[config.mk]
export PLATFORM = sky130hd
export DESIGN_NAME = fcs_top
export DESIGN_NICKNAME = d
export VERILOG_FILES = /design/src/verilog/fcs_pkg.sv /design/src/verilog/fcs_top.sv
export VERILOG_INCLUDE_DIRS = /design/src /design/src/verilog
export SDC_FILE = /design/constraint.sdc
export NUM_CORES = 1
export LEC_CHECK = 0
export ABC_AREA = 1
export BUFFER_PORTS_ARGS = -buffer_cell sky130_fd_sc_hd__buf_4
export CORE_UTILIZATION = 45
export DETAILED_ROUTE_END_ITERATION = 7
export GPL_TIMING_DRIVEN = 0
export PLACE_DENSITY = 0.74
export SLEW_MARGIN = 20
export SYNTH_ARGS = -nofsm -noshare
export SYNTH_HDL_FRONTEND = slang
export SYNTH_SLANG_ARGS = --single-unit
[constraint.sdc]
create_clock -name clk_i -period 4.8 [get_ports clk_i]
set_input_delay 0.24 -clock clk_i [delete_from_list [all_inputs] [get_ports clk_i]]
set_output_delay 0.24 -clock clk_i [all_outputs]
set_load 0.02 [all_outputs]
[src/verilog/fcs_cfg.svh]
`ifndef FCS_CFG_SVH
`define FCS_CFG_SVH
// register byte offsets
`define FCS_OFF_MCR 8'h00
`define FCS_OFF_DIV 8'h04
`define FCS_OFF_PROT 8'h08
`define FCS_OFF_STAT 8'h0C
`define FCS_OFF_CMD 8'h10
`define FCS_OFF_LAT 8'h14
`define FCS_OFF_AADR 8'h18
`define FCS_OFF_ADAT 8'h1C
// status and control bit positions
`define FCS_BIT_BEF 7
`define FCS_BIT_CCF 6
`define FCS_BIT_PVF 5
`define FCS_BIT_AEF 4
`define FCS_BIT_BLF 2
`define FCS_BIT_BEIE 7
`define FCS_BIT_COMMAND_COMPLETE_IRQ_ENABLE 6
`define FCS_BIT_DIVLD 8
// command codes
`define FCS_CMD_BLANK 7'h05
`define FCS_CMD_PVER 7'h06
`define FCS_CMD_PROG 7'h20
`define FCS_CMD_PERASE 7'h40
`define FCS_CMD_MERASE 7'h41
// latency field
`define FCS_LAT_SINGLE 2'h2
`define FCS_LAT_RST 2'h0
// flag reset: buffer empty and complete set, errors and blank clear
`define FCS_FLG_RST 5'h18
// sector index taken from array address
`define FCS_SEC_HI 16
`define FCS_SEC_LO 12
`define FCS_SEL_ALL 4'hF
`endif

[src/verilog/fcs_pkg.sv]
package fcs_pkg;
   typedef enum logic [1:0] {
      SEQ_IDLE = 2'b00,
      SEQ_ADDR = 2'b01,
      SEQ_CMD = 2'b10
   } fcs_seq_t;

   typedef struct packed {
      logic [6:0] code;
      logic [31:0] addr;
      logic [31:0] data;
   } fcs_cmd_t;

   typedef struct packed {
      logic buffer_empty_flag;
      logic command_complete_flag;
      logic protection_violation_flag;
      logic access_error_flag;
      logic blank_flag;
   } fcs_flags_t;
endpackage : fcs_pkg

[src/verilog/fcs_top.sv]
// Register access over Wishbone and the placing of the registers were decided locally.
`timescale 1ns/10ps
`include "fcs_cfg.svh"
// Operation
// - buffer-empty flag sets when command buffers are empty
// - writing one to buffer-empty clears it and launches the command
// - writing zero to buffer-empty keeps it but aborts an open sequence
// - interrupt while buffer-empty flag and its enable are set
// - complete flag clears with launch, sets when all commands finish
// - software writes change the complete flag only by launching
// - interrupt while complete flag and its enable are set
// - protection flag sets on protected program or erase, write one clears
// - protection flag set refuses sequence start and launch
// - access error flag sets on illegal sequence, write one clears
// - access error flag set refuses sequence start and launch
// - blank flag sets when a verify finds all erased, write one clears
// - blank clear after finished verify means not erased
// - reserved status and latency bits read zero
// - command bits 6 to 0 read and write, bit 7 reads zero
// - unknown command code in a sequence sets access error
// - code 05 is blank check, 06 is page erase verify
// - code 20 programs, 40 erases a page, 41 erases all
// - latency field is factory set and read only
// - latency 2'b10 gives single-cycle reads, others two-cycle
// - five flags also drive status outputs at bits 7-4 and 2
// - a successful abort sets access error
// - no command runs until the divider has been written
module fcs_top
   import fcs_pkg::*;
(
   input wire logic clk_i, // system clock
   input wire logic rst_i, // sync reset
   input wire logic ce_i, // clock enable
   input wire logic cyc_i, // wishbone cycle
   input wire logic stb_i, // wishbone strobe
   input wire logic we_i, // write enable
   input wire logic [7:0] adr_i, // byte address
   input wire logic [3:0] sel_i, // byte lanes
   input wire logic [31:0] dat_i, // write data
   output logic [31:0] dat_o, // read data
   output logic ack_o, // acknowledge
   input wire logic [1:0] latency_strap_i, // factory latency pins
   output logic single_cycle_read_o, // one-cycle flash read
   output logic irq_o, // interrupt request
   output logic [7:0] status_flag_outputs_o, // flag copies
   output logic exec_start_o, // start pulse to engine
   output fcs_cmd_t exec_cmd_o, // command to engine
   input wire logic exec_done_i, // engine finished
   input wire logic exec_blank_i // verify found erased
);

   function automatic logic [31:0] merge_bytes(input logic [31:0] old,
      input logic [31:0] nw, input logic [3:0] sel);
      logic [31:0] res;
      res = old;
      for (int i = 0; i < 4; i++) begin
         if (sel[i]) begin
            res[i*8 +: 8] = nw[i*8 +: 8];
         end
      end
      return res;
   endfunction : merge_bytes
   function automatic logic code_valid(input logic [6:0] c);
      return c == `FCS_CMD_BLANK || c == `FCS_CMD_PVER ||
         c == `FCS_CMD_PROG || c == `FCS_CMD_PERASE ||
         c == `FCS_CMD_MERASE;
   endfunction : code_valid
   function automatic logic is_verify(input logic [6:0] c);
      return c == `FCS_CMD_BLANK || c == `FCS_CMD_PVER;
   endfunction : is_verify
   // bus and register state
   logic ack_r, ack_nxt;
   logic [31:0] dat_r, dat_nxt;
   logic beie_r, beie_nxt, command_complete_irq_enable_r, command_complete_irq_enable_nxt;
   logic [7:0] div_r, div_nxt;
   logic divld_r, divld_nxt;
   logic [31:0] prot_r, prot_nxt;
   logic [6:0] cmd_r, cmd_nxt;
   logic [31:0] aadr_r, aadr_nxt;
   fcs_flags_t flg_r, flg_nxt;
   // sequence and execution state
   fcs_seq_t seq_r, seq_nxt;
   logic [31:0] sadr_r, sadr_nxt, sdat_r, sdat_nxt;
   fcs_cmd_t pend_r, pend_nxt, act_r, act_nxt;
   logic pendv_r, pendv_nxt, busy_r, busy_nxt;
   logic start_r, start_nxt;
   // latency strap
   logic [1:0] lat_s1_r, lat_s2_r, lat_r, lat_nxt, latv_r, latv_nxt;
   logic latcap_r, latcap_nxt;
   logic single_r, single_nxt;
   logic req, wr, wr_lo, hit_stat, launch, abort, errs;
   logic [7:0] offs;
   always_comb begin
      offs = {adr_i[7:2], 2'b00};
      req = ce_i & cyc_i & stb_i & ~ack_r;
      wr = req & we_i;
      wr_lo = wr & sel_i[0];
      errs = flg_r.access_error_flag | flg_r.protection_violation_flag;
      hit_stat = wr_lo & (offs == `FCS_OFF_STAT);
      // launch needs a complete sequence and no error pending
      launch = hit_stat & dat_i[`FCS_BIT_BEF] & (seq_r == SEQ_CMD) &
         flg_r.buffer_empty_flag & ~errs;
      abort = hit_stat & ~dat_i[`FCS_BIT_BEF] &
         (seq_r != SEQ_IDLE);
   end

   // register file, sequence and engine
   always_comb begin
      ack_nxt = req;
      dat_nxt = dat_r;
      beie_nxt = beie_r;
      command_complete_irq_enable_nxt = command_complete_irq_enable_r;
      div_nxt = div_r;
      divld_nxt = divld_r;
      prot_nxt = prot_r;
      cmd_nxt = cmd_r;
      aadr_nxt = aadr_r;
      flg_nxt = flg_r;
      seq_nxt = seq_r;
      sadr_nxt = sadr_r;
      sdat_nxt = sdat_r;
      pend_nxt = pend_r;
      pendv_nxt = pendv_r;
      act_nxt = act_r;
      busy_nxt = busy_r;
      start_nxt = 1'b0;
      // software clears, each bit written as one clears its flag unless the same cycle also sets it
      if (hit_stat && dat_i[`FCS_BIT_PVF]) begin
         flg_nxt.protection_violation_flag = 1'b0;
      end
      if (hit_stat && dat_i[`FCS_BIT_AEF]) begin
         flg_nxt.access_error_flag = 1'b0;
      end
      if (hit_stat && dat_i[`FCS_BIT_BLF]) begin
         flg_nxt.blank_flag = 1'b0;
      end
      if (abort) begin
         seq_nxt = SEQ_IDLE;
         flg_nxt.access_error_flag = 1'b1;
      end else if (hit_stat && dat_i[`FCS_BIT_BEF] && !launch &&
            seq_r == SEQ_ADDR && !errs) begin
         seq_nxt = SEQ_IDLE;
         flg_nxt.access_error_flag = 1'b1;
      end
      if (launch) begin
         pend_nxt = '{code: cmd_r, addr: sadr_r, data: sdat_r};
         pendv_nxt = 1'b1;
         seq_nxt = SEQ_IDLE;
      end
      if (wr) begin
         case (offs)
            `FCS_OFF_MCR: begin
               if (sel_i[0]) begin
                  beie_nxt = dat_i[`FCS_BIT_BEIE];
                  command_complete_irq_enable_nxt = dat_i[`FCS_BIT_COMMAND_COMPLETE_IRQ_ENABLE];
               end
            end
            `FCS_OFF_DIV: begin
               if (sel_i[0]) begin
                  div_nxt = dat_i[7:0];
                  divld_nxt = 1'b1;
               end
            end
            `FCS_OFF_PROT: prot_nxt = merge_bytes(prot_r, dat_i, sel_i);
            `FCS_OFF_AADR: aadr_nxt = merge_bytes(aadr_r, dat_i, sel_i);
            `FCS_OFF_ADAT: begin
               // array write opens or restarts a sequence
               if (!errs && flg_r.buffer_empty_flag) begin
                  if (sel_i != `FCS_SEL_ALL || !divld_r ||
                        seq_r == SEQ_CMD) begin
                     flg_nxt.access_error_flag = 1'b1;
                     seq_nxt = SEQ_IDLE;
                  end else begin
                     sadr_nxt = aadr_r;
                     sdat_nxt = dat_i;
                     seq_nxt = SEQ_ADDR;
                  end
               end
            end
            `FCS_OFF_CMD: begin
               if (sel_i[0]) begin
                  cmd_nxt = dat_i[6:0];
                  if (!errs && seq_r != SEQ_ADDR) begin
                     flg_nxt.access_error_flag = 1'b1;
                     seq_nxt = SEQ_IDLE;
                  end else if (seq_r == SEQ_ADDR) begin
                     if (!code_valid(dat_i[6:0])) begin
                        flg_nxt.access_error_flag = 1'b1;
                        seq_nxt = SEQ_IDLE;
                     end else if ((dat_i[6:0] == `FCS_CMD_MERASE &&
                           prot_r != 32'h0) ||
                           ((dat_i[6:0] == `FCS_CMD_PROG ||
                           dat_i[6:0] == `FCS_CMD_PERASE) &&
                           prot_r[sadr_r[`FCS_SEC_HI:`FCS_SEC_LO]])) begin
                        flg_nxt.protection_violation_flag = 1'b1;
                        seq_nxt = SEQ_IDLE;
                     end else begin
                        seq_nxt = SEQ_CMD;
                     end
                  end
               end
            end
            default: ;
         endcase
      end
      // dispatch and completion
      if (!busy_r && pendv_r && divld_r) begin
         act_nxt = pend_r;
         busy_nxt = 1'b1;
         pendv_nxt = 1'b0;
         start_nxt = 1'b1;
      end
      if (busy_r && exec_done_i) begin
         busy_nxt = 1'b0;
         if (is_verify(act_r.code) && exec_blank_i) begin
            flg_nxt.blank_flag = 1'b1;
         end
      end
      if (launch) begin
         flg_nxt.buffer_empty_flag = 1'b0;
         flg_nxt.command_complete_flag = 1'b0;
      end else begin
         if (!pendv_r) begin
            flg_nxt.buffer_empty_flag = 1'b1;
         end
         if (!pendv_r && !busy_r) begin
            flg_nxt.command_complete_flag = 1'b1;
         end
      end
      // read data
      if (req && !we_i) begin
         case (offs)
            `FCS_OFF_MCR: dat_nxt = {24'h0, beie_r, command_complete_irq_enable_r, 6'h00};
            `FCS_OFF_DIV: dat_nxt = {23'h0, divld_r, div_r};
            `FCS_OFF_PROT: dat_nxt = prot_r;
            `FCS_OFF_STAT: dat_nxt = {24'h0, flg_r.buffer_empty_flag,
               flg_r.command_complete_flag,
               flg_r.protection_violation_flag,
               flg_r.access_error_flag, 1'b0, flg_r.blank_flag,
               2'b00};
            `FCS_OFF_CMD: dat_nxt = {25'h0, cmd_r};
            `FCS_OFF_LAT: dat_nxt = {30'h0, lat_r};
            `FCS_OFF_AADR: dat_nxt = aadr_r;
            default: dat_nxt = 32'h0;
         endcase
      end
   end

   always_ff @(posedge clk_i) begin
      if (rst_i) begin
         ack_r <= 1'b0;
         dat_r <= 32'h0;
         beie_r <= 1'b0;
         command_complete_irq_enable_r <= 1'b0;
         div_r <= 8'h00;
         divld_r <= 1'b0;
         prot_r <= 32'h0;
         cmd_r <= 7'h00;
         aadr_r <= 32'h0;
         flg_r <= `FCS_FLG_RST;
         seq_r <= SEQ_IDLE;
         sadr_r <= 32'h0;
         sdat_r <= 32'h0;
         pend_r <= '0;
         pendv_r <= 1'b0;
         act_r <= '0;
         busy_r <= 1'b0;
         start_r <= 1'b0;
      end else if (ce_i) begin
         ack_r <= ack_nxt;
         dat_r <= dat_nxt;
         beie_r <= beie_nxt;
         command_complete_irq_enable_r <= command_complete_irq_enable_nxt;
         div_r <= div_nxt;
         divld_r <= divld_nxt;
         prot_r <= prot_nxt;
         cmd_r <= cmd_nxt;
         aadr_r <= aadr_nxt;
         flg_r <= flg_nxt;
         seq_r <= seq_nxt;
         sadr_r <= sadr_nxt;
         sdat_r <= sdat_nxt;
         pend_r <= pend_nxt;
         pendv_r <= pendv_nxt;
         act_r <= act_nxt;
         busy_r <= busy_nxt;
         start_r <= start_nxt;
      end
   end
   // latency strap caught once after reset release
   always_comb begin
      latv_nxt = {latv_r[0], 1'b1};
      // both stages must hold pin samples, not reset values, and agree
      latcap_nxt = latcap_r | (latv_r[1] & (lat_s2_r == lat_s1_r));
      lat_nxt = latcap_r ? lat_r : lat_s2_r;
      single_nxt = (lat_r == `FCS_LAT_SINGLE);
   end
   always_ff @(posedge clk_i) begin
      if (rst_i) begin
         lat_s1_r <= `FCS_LAT_RST;
         lat_s2_r <= `FCS_LAT_RST;
         lat_r <= `FCS_LAT_RST;
         latv_r <= 2'h0;
         latcap_r <= 1'b0;
         single_r <= 1'b0;
      end else if (ce_i) begin
         lat_s1_r <= latency_strap_i;
         lat_s2_r <= lat_s1_r;
         lat_r <= lat_nxt;
         latv_r <= latv_nxt;
         latcap_r <= latcap_nxt;
         single_r <= single_nxt;
      end
   end
   assign dat_o = dat_r;
   assign ack_o = ack_r;
   assign single_cycle_read_o = single_r;
   assign exec_start_o = start_r;
   assign exec_cmd_o = act_r;
   assign irq_o = (flg_r.buffer_empty_flag & beie_r) |
      (flg_r.command_complete_flag & command_complete_irq_enable_r);
   assign status_flag_outputs_o = {flg_r.buffer_empty_flag,
      flg_r.command_complete_flag, flg_r.protection_violation_flag,
      flg_r.access_error_flag, 1'b0, flg_r.blank_flag,
      2'b00};
endmodule : fcs_top
## Word-level counts from Yosys, hierarchy flattened

Index checks and enable logic that the tools add are counted.

- Register bits after elaboration: 341
- Bits of input ports: 54
- Output and inout bits: 115
- Word-level logic and storage cells: 183

- $lt $le $gt $ge: 1
- Equal/unequal tests: 21
- Muxes and demuxes: 42
- Bitwise gates (word level): 23
- Reductions and logical operators: 58

Operators with widths:

| cell | number |
|---|---|
| one-hot mux 32 bit (7 select lines) | 1 |
| AND reduction 4 bit | 11 |
| nonzero test 32 bit | 1 |
| equality test 7 x 3 -> 1 bit (second input constant) | 4 |
| 2-to-1 mux 2 bit | 14 |
| equality test 6 x 3 -> 1 bit (second input constant) | 4 |
| 2-to-1 mux 1 bit | 24 |
| logical AND 1 bit | 17 |
| AND reduction 2 bit | 8 |
| AND 1 bit | 15 |
| equality test 7 bit (second input constant) | 2 |
| equality test 6 x 2 -> 1 bit (second input constant) | 2 |
| logical OR 1 bit | 9 |
| zero test 8 bit | 1 |
| nonzero test 2 bit | 4 |
| equality test 7 x 6 -> 1 bit (second input constant) | 1 |
| equality test 6 x 1 -> 1 bit (second input constant) | 1 |
| zero test 1 bit | 6 |
| < comparator 5 x 6 -> 1 bit (second input constant) | 1 |
| binary-select mux 1 bit (select 5 bit) | 1 |
| inverter 1 bit | 5 |
| AND reduction 5 bit | 1 |
| equality test 2 bit (second input constant) | 2 |
| != test 2 x 1 -> 1 bit (second input constant) | 2 |
| other kinds (6) | 8 |

## Longest topological paths before layout

Gate-level depths: netlist of run 1.

- Depth in word-level cells: 22
- Depth in mapped cells: 13
- Depth with buffers taken out: 11

## Worst setup path before layout of run 1

Ideal clock, no wire load.

- Path kind: flip-flop to flip-flop
- Start: reg ack_r (netlist: ack_o)
- End: reg pend_r[45] (netlist name)
- Setup time: 0.120 ns
- Arrival time: 1.526 ns
- Data required time: 4.680 ns
- Slack: 3.154 ns
- Stages on the path, launching flop included: 11
- Buffers on the path: 2
- Period minus slack after synthesis: 1.646 ns
- Cell sequence: dfxtp_1 -> inv_1 -> nand4_2 -> nor2_4 -> nand2_2 -> nor2_4 -> nand2_4 -> inv_2 -> buf_8 -> buf_4 -> a21oi_2

- Word-level cells in the longest chain between the ends: 10

Ends and longest elaborated chain:

| element | line | RTL |
|---|---|---|
| from (decl) | fcs_top.sv:72 | `logic ack_r, ack_nxt;` |
| from (signal assigned) | fcs_top.sv:270 | `ack_r <= ack_nxt;` |
| inverter 1 bit | fcs_top.sv:95 | `req = ce_i & cyc_i & stb_i & ~ack_r;` |
| AND 1 bit | fcs_top.sv:95 |  |
| AND 1 bit | fcs_top.sv:96 | `wr = req & we_i;` |
| AND 1 bit | fcs_top.sv:97 | `wr_lo = wr & sel_i[0];` |
| AND 1 bit | fcs_top.sv:99 | `` hit_stat = wr_lo & (offs == `FCS_OFF_STAT); `` |
| AND 1 bit (4 in a row) | fcs_top.sv:101 | `` launch = hit_stat & dat_i[`FCS_BIT_BEF] & (seq_r == SEQ_CMD) & `` |
| AND reduction 2 bit (no line) | - |  |
| to (signal assigned) | fcs_top.sv:283 | `pend_r <= pend_nxt;` |
| to (decl) | fcs_top.sv:84 | `fcs_cmd_t pend_r, pend_nxt, act_r, act_nxt;` |

Every way passes these cells.
A chain may end at the register's enable or synchronous reset.

## Worst setup path in the final report of run 1

- Start: reg divld_r
- End: reg act_r, in the netlist exec_cmd_o[68]

- Word-level cells in the longest chain between the ends: 2

Ends and longest elaborated chain:

| element | line | RTL |
|---|---|---|
| from (decl) | fcs_top.sv:76 | `logic divld_r, divld_nxt;` |
| from (signal assigned) | fcs_top.sv:275 | `divld_r <= divld_nxt;` |
| logical AND 1 bit | fcs_top.sv:207 | `if (!busy_r && pendv_r && divld_r) begin` |
| AND reduction 2 bit (no line) | - |  |
| to (signal assigned) | fcs_top.sv:285 | `act_r <= act_nxt;` |
| to (decl) | fcs_top.sv:84 |  |

Every way passes these cells.

==> results of run 1 <==
## metal layers
| layer | routed length (um) | up-vias |
|---|---|---|
| li1 | - | 5991 |
| met1 | 18400 | 5938 |
| met2 | 19200 | 549 |
| met3 | 3220 | 70 |
| met4 | 909 | 0 |
| met5 | 0 | - |
## path summary, 6_finish.rpt
kind                                start                     endpoint  slack [ns]  cells past startpoint
setup reg to reg     divld_r$_SDFFE_PP0P_  exec_cmd_o[68]$_SDFFE_PP0P_        2.31                      5
hold / removal         latency_strap_i[1]     lat_s1_r[1]$_SDFFE_PP0P_        0.01                      3
hold reg to reg   pend_r[16]$_SDFFE_PP0P_  exec_cmd_o[16]$_SDFFE_PP0P_        0.44                      2
setup / recovery     divld_r$_SDFFE_PP0P_  exec_cmd_o[68]$_SDFFE_PP0P_        2.31                      5
## tightest hold or removal path, delay by kind of cell
kind	cells	cell delay, ns
buf+inv	1	0.07
compound gates	2	0.17
## state kept, by name, summed over array words and instances (netlist names), 2 cells and up
name                   flops
lat_r                      2
status_flag_outputs_o      5
lat_s1_r                   2
aadr_r                    32
pend_r                    71
prot_r                    32
dat_o                     32
seq_r                      2
div_r                      8
latv_r                     2
cmd_r                      7
exec_cmd_o                71
lat_s2_r                   2
sadr_r                    32
sdat_r                    32
## power groups by stage
stage	clock network, uW	logic, uW	registers (uW)
floorplan	0	94.9	2900
global placement	0	194	2910
detailed placement	0	197	2910
CTS	2760	205	2840
global route	2880	222	2840
finish	2740	209	2840
## final cells by class
type	count	area (um^2)	share of cell area, %
clock inverter	8	104	0.639
sequential	341	6830	42.0
timing repair buffer	172	1320	8.10
clock buffer	53	1050	6.44
multi-input combinational	1015	5120	31.5
inverter	215	807	4.97
tap	384	480	2.96
buffer	110	547	3.37
## metrics by stage
| step | hold WS (ns) | instance area (um^2) |
|---|---|---|
| detailed placement | 0.432 | 15000 |
| CTS | 0.00171 | 16200 |
| global placement | 0.435 | 15000 |
| floorplan | 0.375 | 13300 |
| finish | 0.0140 | 16200 |
| global route | 0.0155 | 16200 |
## cells by family after synthesis
kind of cell	after synthesis	share of synthesized area, %
AO/OA/AOI/OAI	653	26.3
AND/OR/NAND/NOR	356	11.9
flip-flops	341	51.4
buffers and inverters	325	10.2
XOR/XNOR	3	0.198
other	1	0.0282
## cell usage after synthesis, types with 6 or more instances
cell type  count
buf_8          6
inv_1        207
nand3_1       56
nand2_1      177
nor2_4         8
nor2_1        82
a22oi_1        6
o22ai_1        7
clkbuf_1      74
dfxtp_1      341
inv_2          6
a21oi_2       45
o21ai_1       54
a211oi_1       8
a21oi_1      264
o21ai_0      264
buf_2         20
buf_4          9
nand4_1        7
==> metrics.cfg, run 1 <==
[run_status]
status = complete, no violations

[power_and_ir_drop]
pwr-share-clk_pct = 47.3
p_per_area_nw_per_um2 = 357
switching_share_pct = 21.9
combPwrFrac_pct = 3.6
pwr-share-seq_pct = 49.1
p_int_uw = 4520
peakVddDrop_mv = 0.204
p_total_uw = 5790
switchingPower_uw = 1270
leakagePower_uw = 0.00628

[clock_tree]
ctsResizeCount = 0
htree_levels = 2
clk_pin_slew_worst_paths_ns = 0.06
clk_latency_ns = 0.52
post_cts_buffers = 0
cts-root-buf = clkbuf_16
cts_buffers = 36
hold_buffers = 10
cts_sinks = 341
cts_tree = built
clockBufferDepth = 3

[global_route]
grt_first_pass_wirelength_mm = 64.9
grt_pass1_vias = 11812
grt_use_total_pct = 27.1
busiest_layer = met2
antenna_found_initial = 0
gr-total-overflow = 0
met3_usage_pct = 4.12
grt_use_met1_pct = 36.8
grt_max_degree = 14
met2_usage_pct = 44.5

[timing]
slew_headroom_pct = 29.8
slew_violations = 0
rsz0062_at_grt = false
skew_ns = 0.0142
setup_tns_ns = 0
worst_slew_pin_slew_ns = 1.05
clock.fmax_ghz = 0.402
layout_setup_ws_ns = 2.31
setup_violations = 0
finalCritPeriodShare_pct = 51.8
finalHoldViolations = 0
fin_crit_ns = 2.49

[routing]
avgRoutedWirePerCell_um = 18.2
wirelength_mm = 41.8
drc = 0
routed_via_density = 5.46
drt_iter0_drc = 1193
num_vias = 12548
dr.pass1.iters = 5
antenna_left = 0

[run]
cap_viol_max_count = 0

[logic_synthesis]
yosys_warnings = 0
synth_cell_types = 38
yosys_most_used_dff = dfxtp_1
synth_seq_area_share_pct = 51.4
synth_top_area_share_pct = 51.4
yosys.area.top_type = dfxtp_1
synthCells = 1679
ys_seq_elements = 341
synth_edf_count = 0
async_reset_ff_share_pct = 0
ys_top_cells_by_area = dfxtp_1, a21oi_1, o21ai_0, inv_1, nand2_1
syn_area_um2 = 13300
syn_avg_cell_area_um2 = 7.91

[floorplan]
start_util_pct = 46.0
ios = 169
die-area_um2 = 30200
die_h_um = 174
num_rows = 62
die_width_um = 174
core-area_um2 = 28900

[layout]
final_cells = 2298
nNetsFinal = 1945
num-fill-cells = 2721
final_common_cell = dfxtp_1
areaGrowthSynthToFinish_pct = 22.3
post-route-util_pct = 56.3
mostFrequentLayoutCells = dfxtp_1, a21oi_1, o21ai_0
drive_gt1_share_pct = 16.8
antennaDiodeCount = 0

[critical_path]
cp-end-kind = flop
path_delay_family = buffers and inverters
slowest_stage = nor3_4
worst-path-buf-inv = 2
critical_path_required_ns = 5.18
arrival_ns = 2.86
critical_path.startpoint_type = flop
critPathMaxStageDelay_ns = 0.60
crit_chain = nand2_1, nor3_4, clkbuf_1, clkbuf_1, a21oi_1
worstSetupPathType = flop to flop
timing.critical_path.mode_cell = clkbuf_1
cp_max_fo = 10

[placement]
pre_cts_slack_ns = 2.27
post-dp-hpwl_mm = 31.0
placed_cells = 2227
gp_congestion = 0.981
port_buffers = 162

[min_path]
hold_path.class = primary input to flop

Power figures use the tool's default switching activity.
==> inputs of run 2 (changes only) <==
Clock period 4.8 ns to 2.53 ns, I/O delays scaled along.
==> run 2 against run 1 <==
  * Combinational power rose by 110%
  * Utilization rose by 1.0 points
  * Largest cell class unchanged
  * Largest power group unchanged
  * Sequential share of layout area fell by 0.75 points
  * First-iteration DRC count rose by 10%
  * Setup slack got worse by 2.2 ns
  * Via count rose by 0.70%
==> metrics.cfg, run 2 (synthesis gave the netlist of run 1 again) <==
[clock_tree]
cts-root-buf = clkbuf_16
cts_tree = built
htree_levels = 2
clk_pin_slew_worst_paths_ns = 0.06
cts_sinks = 341
cts_buffers = 36
clockBufferDepth = 3
clk_latency_ns = 0.53

[global_route]
grt_pass1_vias = 11964
grt_first_pass_wirelength_mm = 65.8
grt_max_degree = 14
antenna_found_initial = 0
grt_use_total_pct = 27.5
gr-total-overflow = 0

[critical_path]
critical_path_required_ns = 2.92
critical_path.startpoint_type = flop
reg2regPathDepth = 10
r2r-end = sadr_r[21]$_SDFFE_PP0P_
cp-end-kind = flop
arrival_ns = 2.77
reg2reg_setup_slack_ns = 0.15
r2r-start = status_flag_outputs_o[4]$_SDFFE_PP0P_
cp_max_fo = 10
worstSetupPathType = flop to flop

[timing]
setup_tns_ns = 0
hold_slack_ns = 0.0319
slew_headroom_pct = 28.5
layout_setup_ws_ns = 0.150
fin_crit_ns = 2.38
skew_ns = 0.0175
slew_violations = 0
finalCritPeriodShare_pct = 94.1
setup_violations = 0
rsz0062_at_grt = false
worst_slew_pin_slew_ns = 1.07
clock.fmax_ghz = 0.420
finalHoldViolations = 0

[layout]
nNetsFinal = 1974
design_area_um2 = 16500
num-fill-cells = 2668
mostFrequentLayoutCells = dfxtp_1, a21oi_1, o21ai_0
drive_gt1_share_pct = 16.7
final_common_cell = dfxtp_1
antennaDiodeCount = 0
areaGrowthSynthToFinish_pct = 24.5

[min_path]
holdCritStartpoint = exec_blank_i
hold_depth = 5
hold_path.class = primary input to flop
worstHoldEndpoint = status_flag_outputs_o[2]$_SDFFE_PP0P_

[floorplan]
num_rows = 62
die_h_um = 174
start_util_pct = 46.0
die-area_um2 = 30200
core-area_um2 = 28900
die_width_um = 174
ios = 169

[routing]
avgRoutedWirePerCell_um = 18.2
num_vias = 12636
antenna_left = 0
routed_via_density = 5.43
wirelength_mm = 42.4
drt_iter0_drc = 1312
dr.pass1.iters = 5
drc = 0

[placement]
post-dp-hpwl_mm = 31.0
placed_area_um2 = 15000
pre_cts_slack_ns = 0.00263
port_buffers = 162
gp_congestion = 0.981

[power_and_ir_drop]
p_total_uw = 11000
pwr-share-clk_pct = 47.2
p_per_area_nw_per_um2 = 666
leakagePower_uw = 0.00641
peakVddDrop_mv = 0.388
switchingPower_uw = 2410
combPwrFrac_pct = 3.9
switching_share_pct = 21.9
p_int_uw = 8610
pwr-share-seq_pct = 48.9

[run_status]
status = complete, no violations

[run]
cap_viol_max_count = 0

## run 2: changes by cell type in the layout (fill, tap and decap cells not counted), sizes merged
cell         before  now
buf             198  201
dlygate4sd3      10   36
## run 2: worst max-delay path, stage by stage, from the launching register on
cell and delay [ns]:
dfxtp_1 0.37, nor2_1 0.17, inv_1 0.11, nor2_2 0.15
inv_1 0.09, nor3_2 0.16, nand3_1 0.19, buf_2 0.26
clkbuf_1 0.27, o21ai_0 0.42, a21oi_1 0.07
## run 2: metrics by stage
step	util, %	cells
final	57.3	2327
after global routing	57.3	2327
after CTS	57.3	2327
after detailed placement	52.0	2227
after global placement	51.9	2227
after floorplan	-	1681
## run 2: routing by layer
| metal | vias to the layer above | routed length (um) | track usage [%] |
|---|---|---|---|
| met1 | 5960 | 18900 | 37.3 |
| li1 | 6049 | - | - |
| met4 | 0 | 1170 | 9.17 |
| met3 | 83 | 2970 | 3.95 |
| met5 | - | 0 | 0 |
| met2 | 544 | 19400 | 44.8 |
## run 2: power by group through the flow
stage / Sequential (uW) / Clock, uW / Combinational [uW]
6_report: 5390 / 5200 / 430
5_1_grt: 5390 / 5470 / 456
4_1_cts: 5390 / 5240 / 421
3_5_place_dp: 5510 / 0 / 374
3_3_place_gp: 5510 / 0 / 368
2_1_floorplan: 5510 / 0 / 180
## run 2: layout make-up
class,count,area [um^2],share of cell area [%]
repair buffers,201,1610,9.74
plain buffers,110,547,3.31
clock inverters,8,104,0.628
inverters,215,807,4.88
flip-flops and latches,341,6830,41.3
well taps,384,480,2.90
multi-input cells,1015,5120,30.9
clock buffers,53,1050,6.32
## run 2: worst max-delay path by stage
stage                                       end  slack [ns]                                   from
global route            sadr_r[21]$_SDFFE_PP0P_        0.06  status_flag_outputs_o[4]$_SDFFE_PP0P_
CTS                     sadr_r[22]$_SDFFE_PP0P_        0.10  status_flag_outputs_o[4]$_SDFFE_PP0P_
global placement    exec_cmd_o[67]$_SDFFE_PP0P_       -0.23                   divld_r$_SDFFE_PP0P_
detailed placement  exec_cmd_o[68]$_SDFFE_PP0P_       0.003                   divld_r$_SDFFE_PP0P_
finish                  sadr_r[21]$_SDFFE_PP0P_        0.15  status_flag_outputs_o[4]$_SDFFE_PP0P_
floorplan               pend_r[45]$_SDFFE_PP0P_        0.88                     ack_o$_SDFFE_PP0P_
## run 2: timing repair
action / 4_1_cts / 5_1_grt
gates resized for setup: 0 / 1
hold buffers: 36 / 0
pin swaps: 1 / 0
setup endpoints to repair: 1 / 1
setup buffers: 3 / 0
hold endpoints to repair: 86 / 0
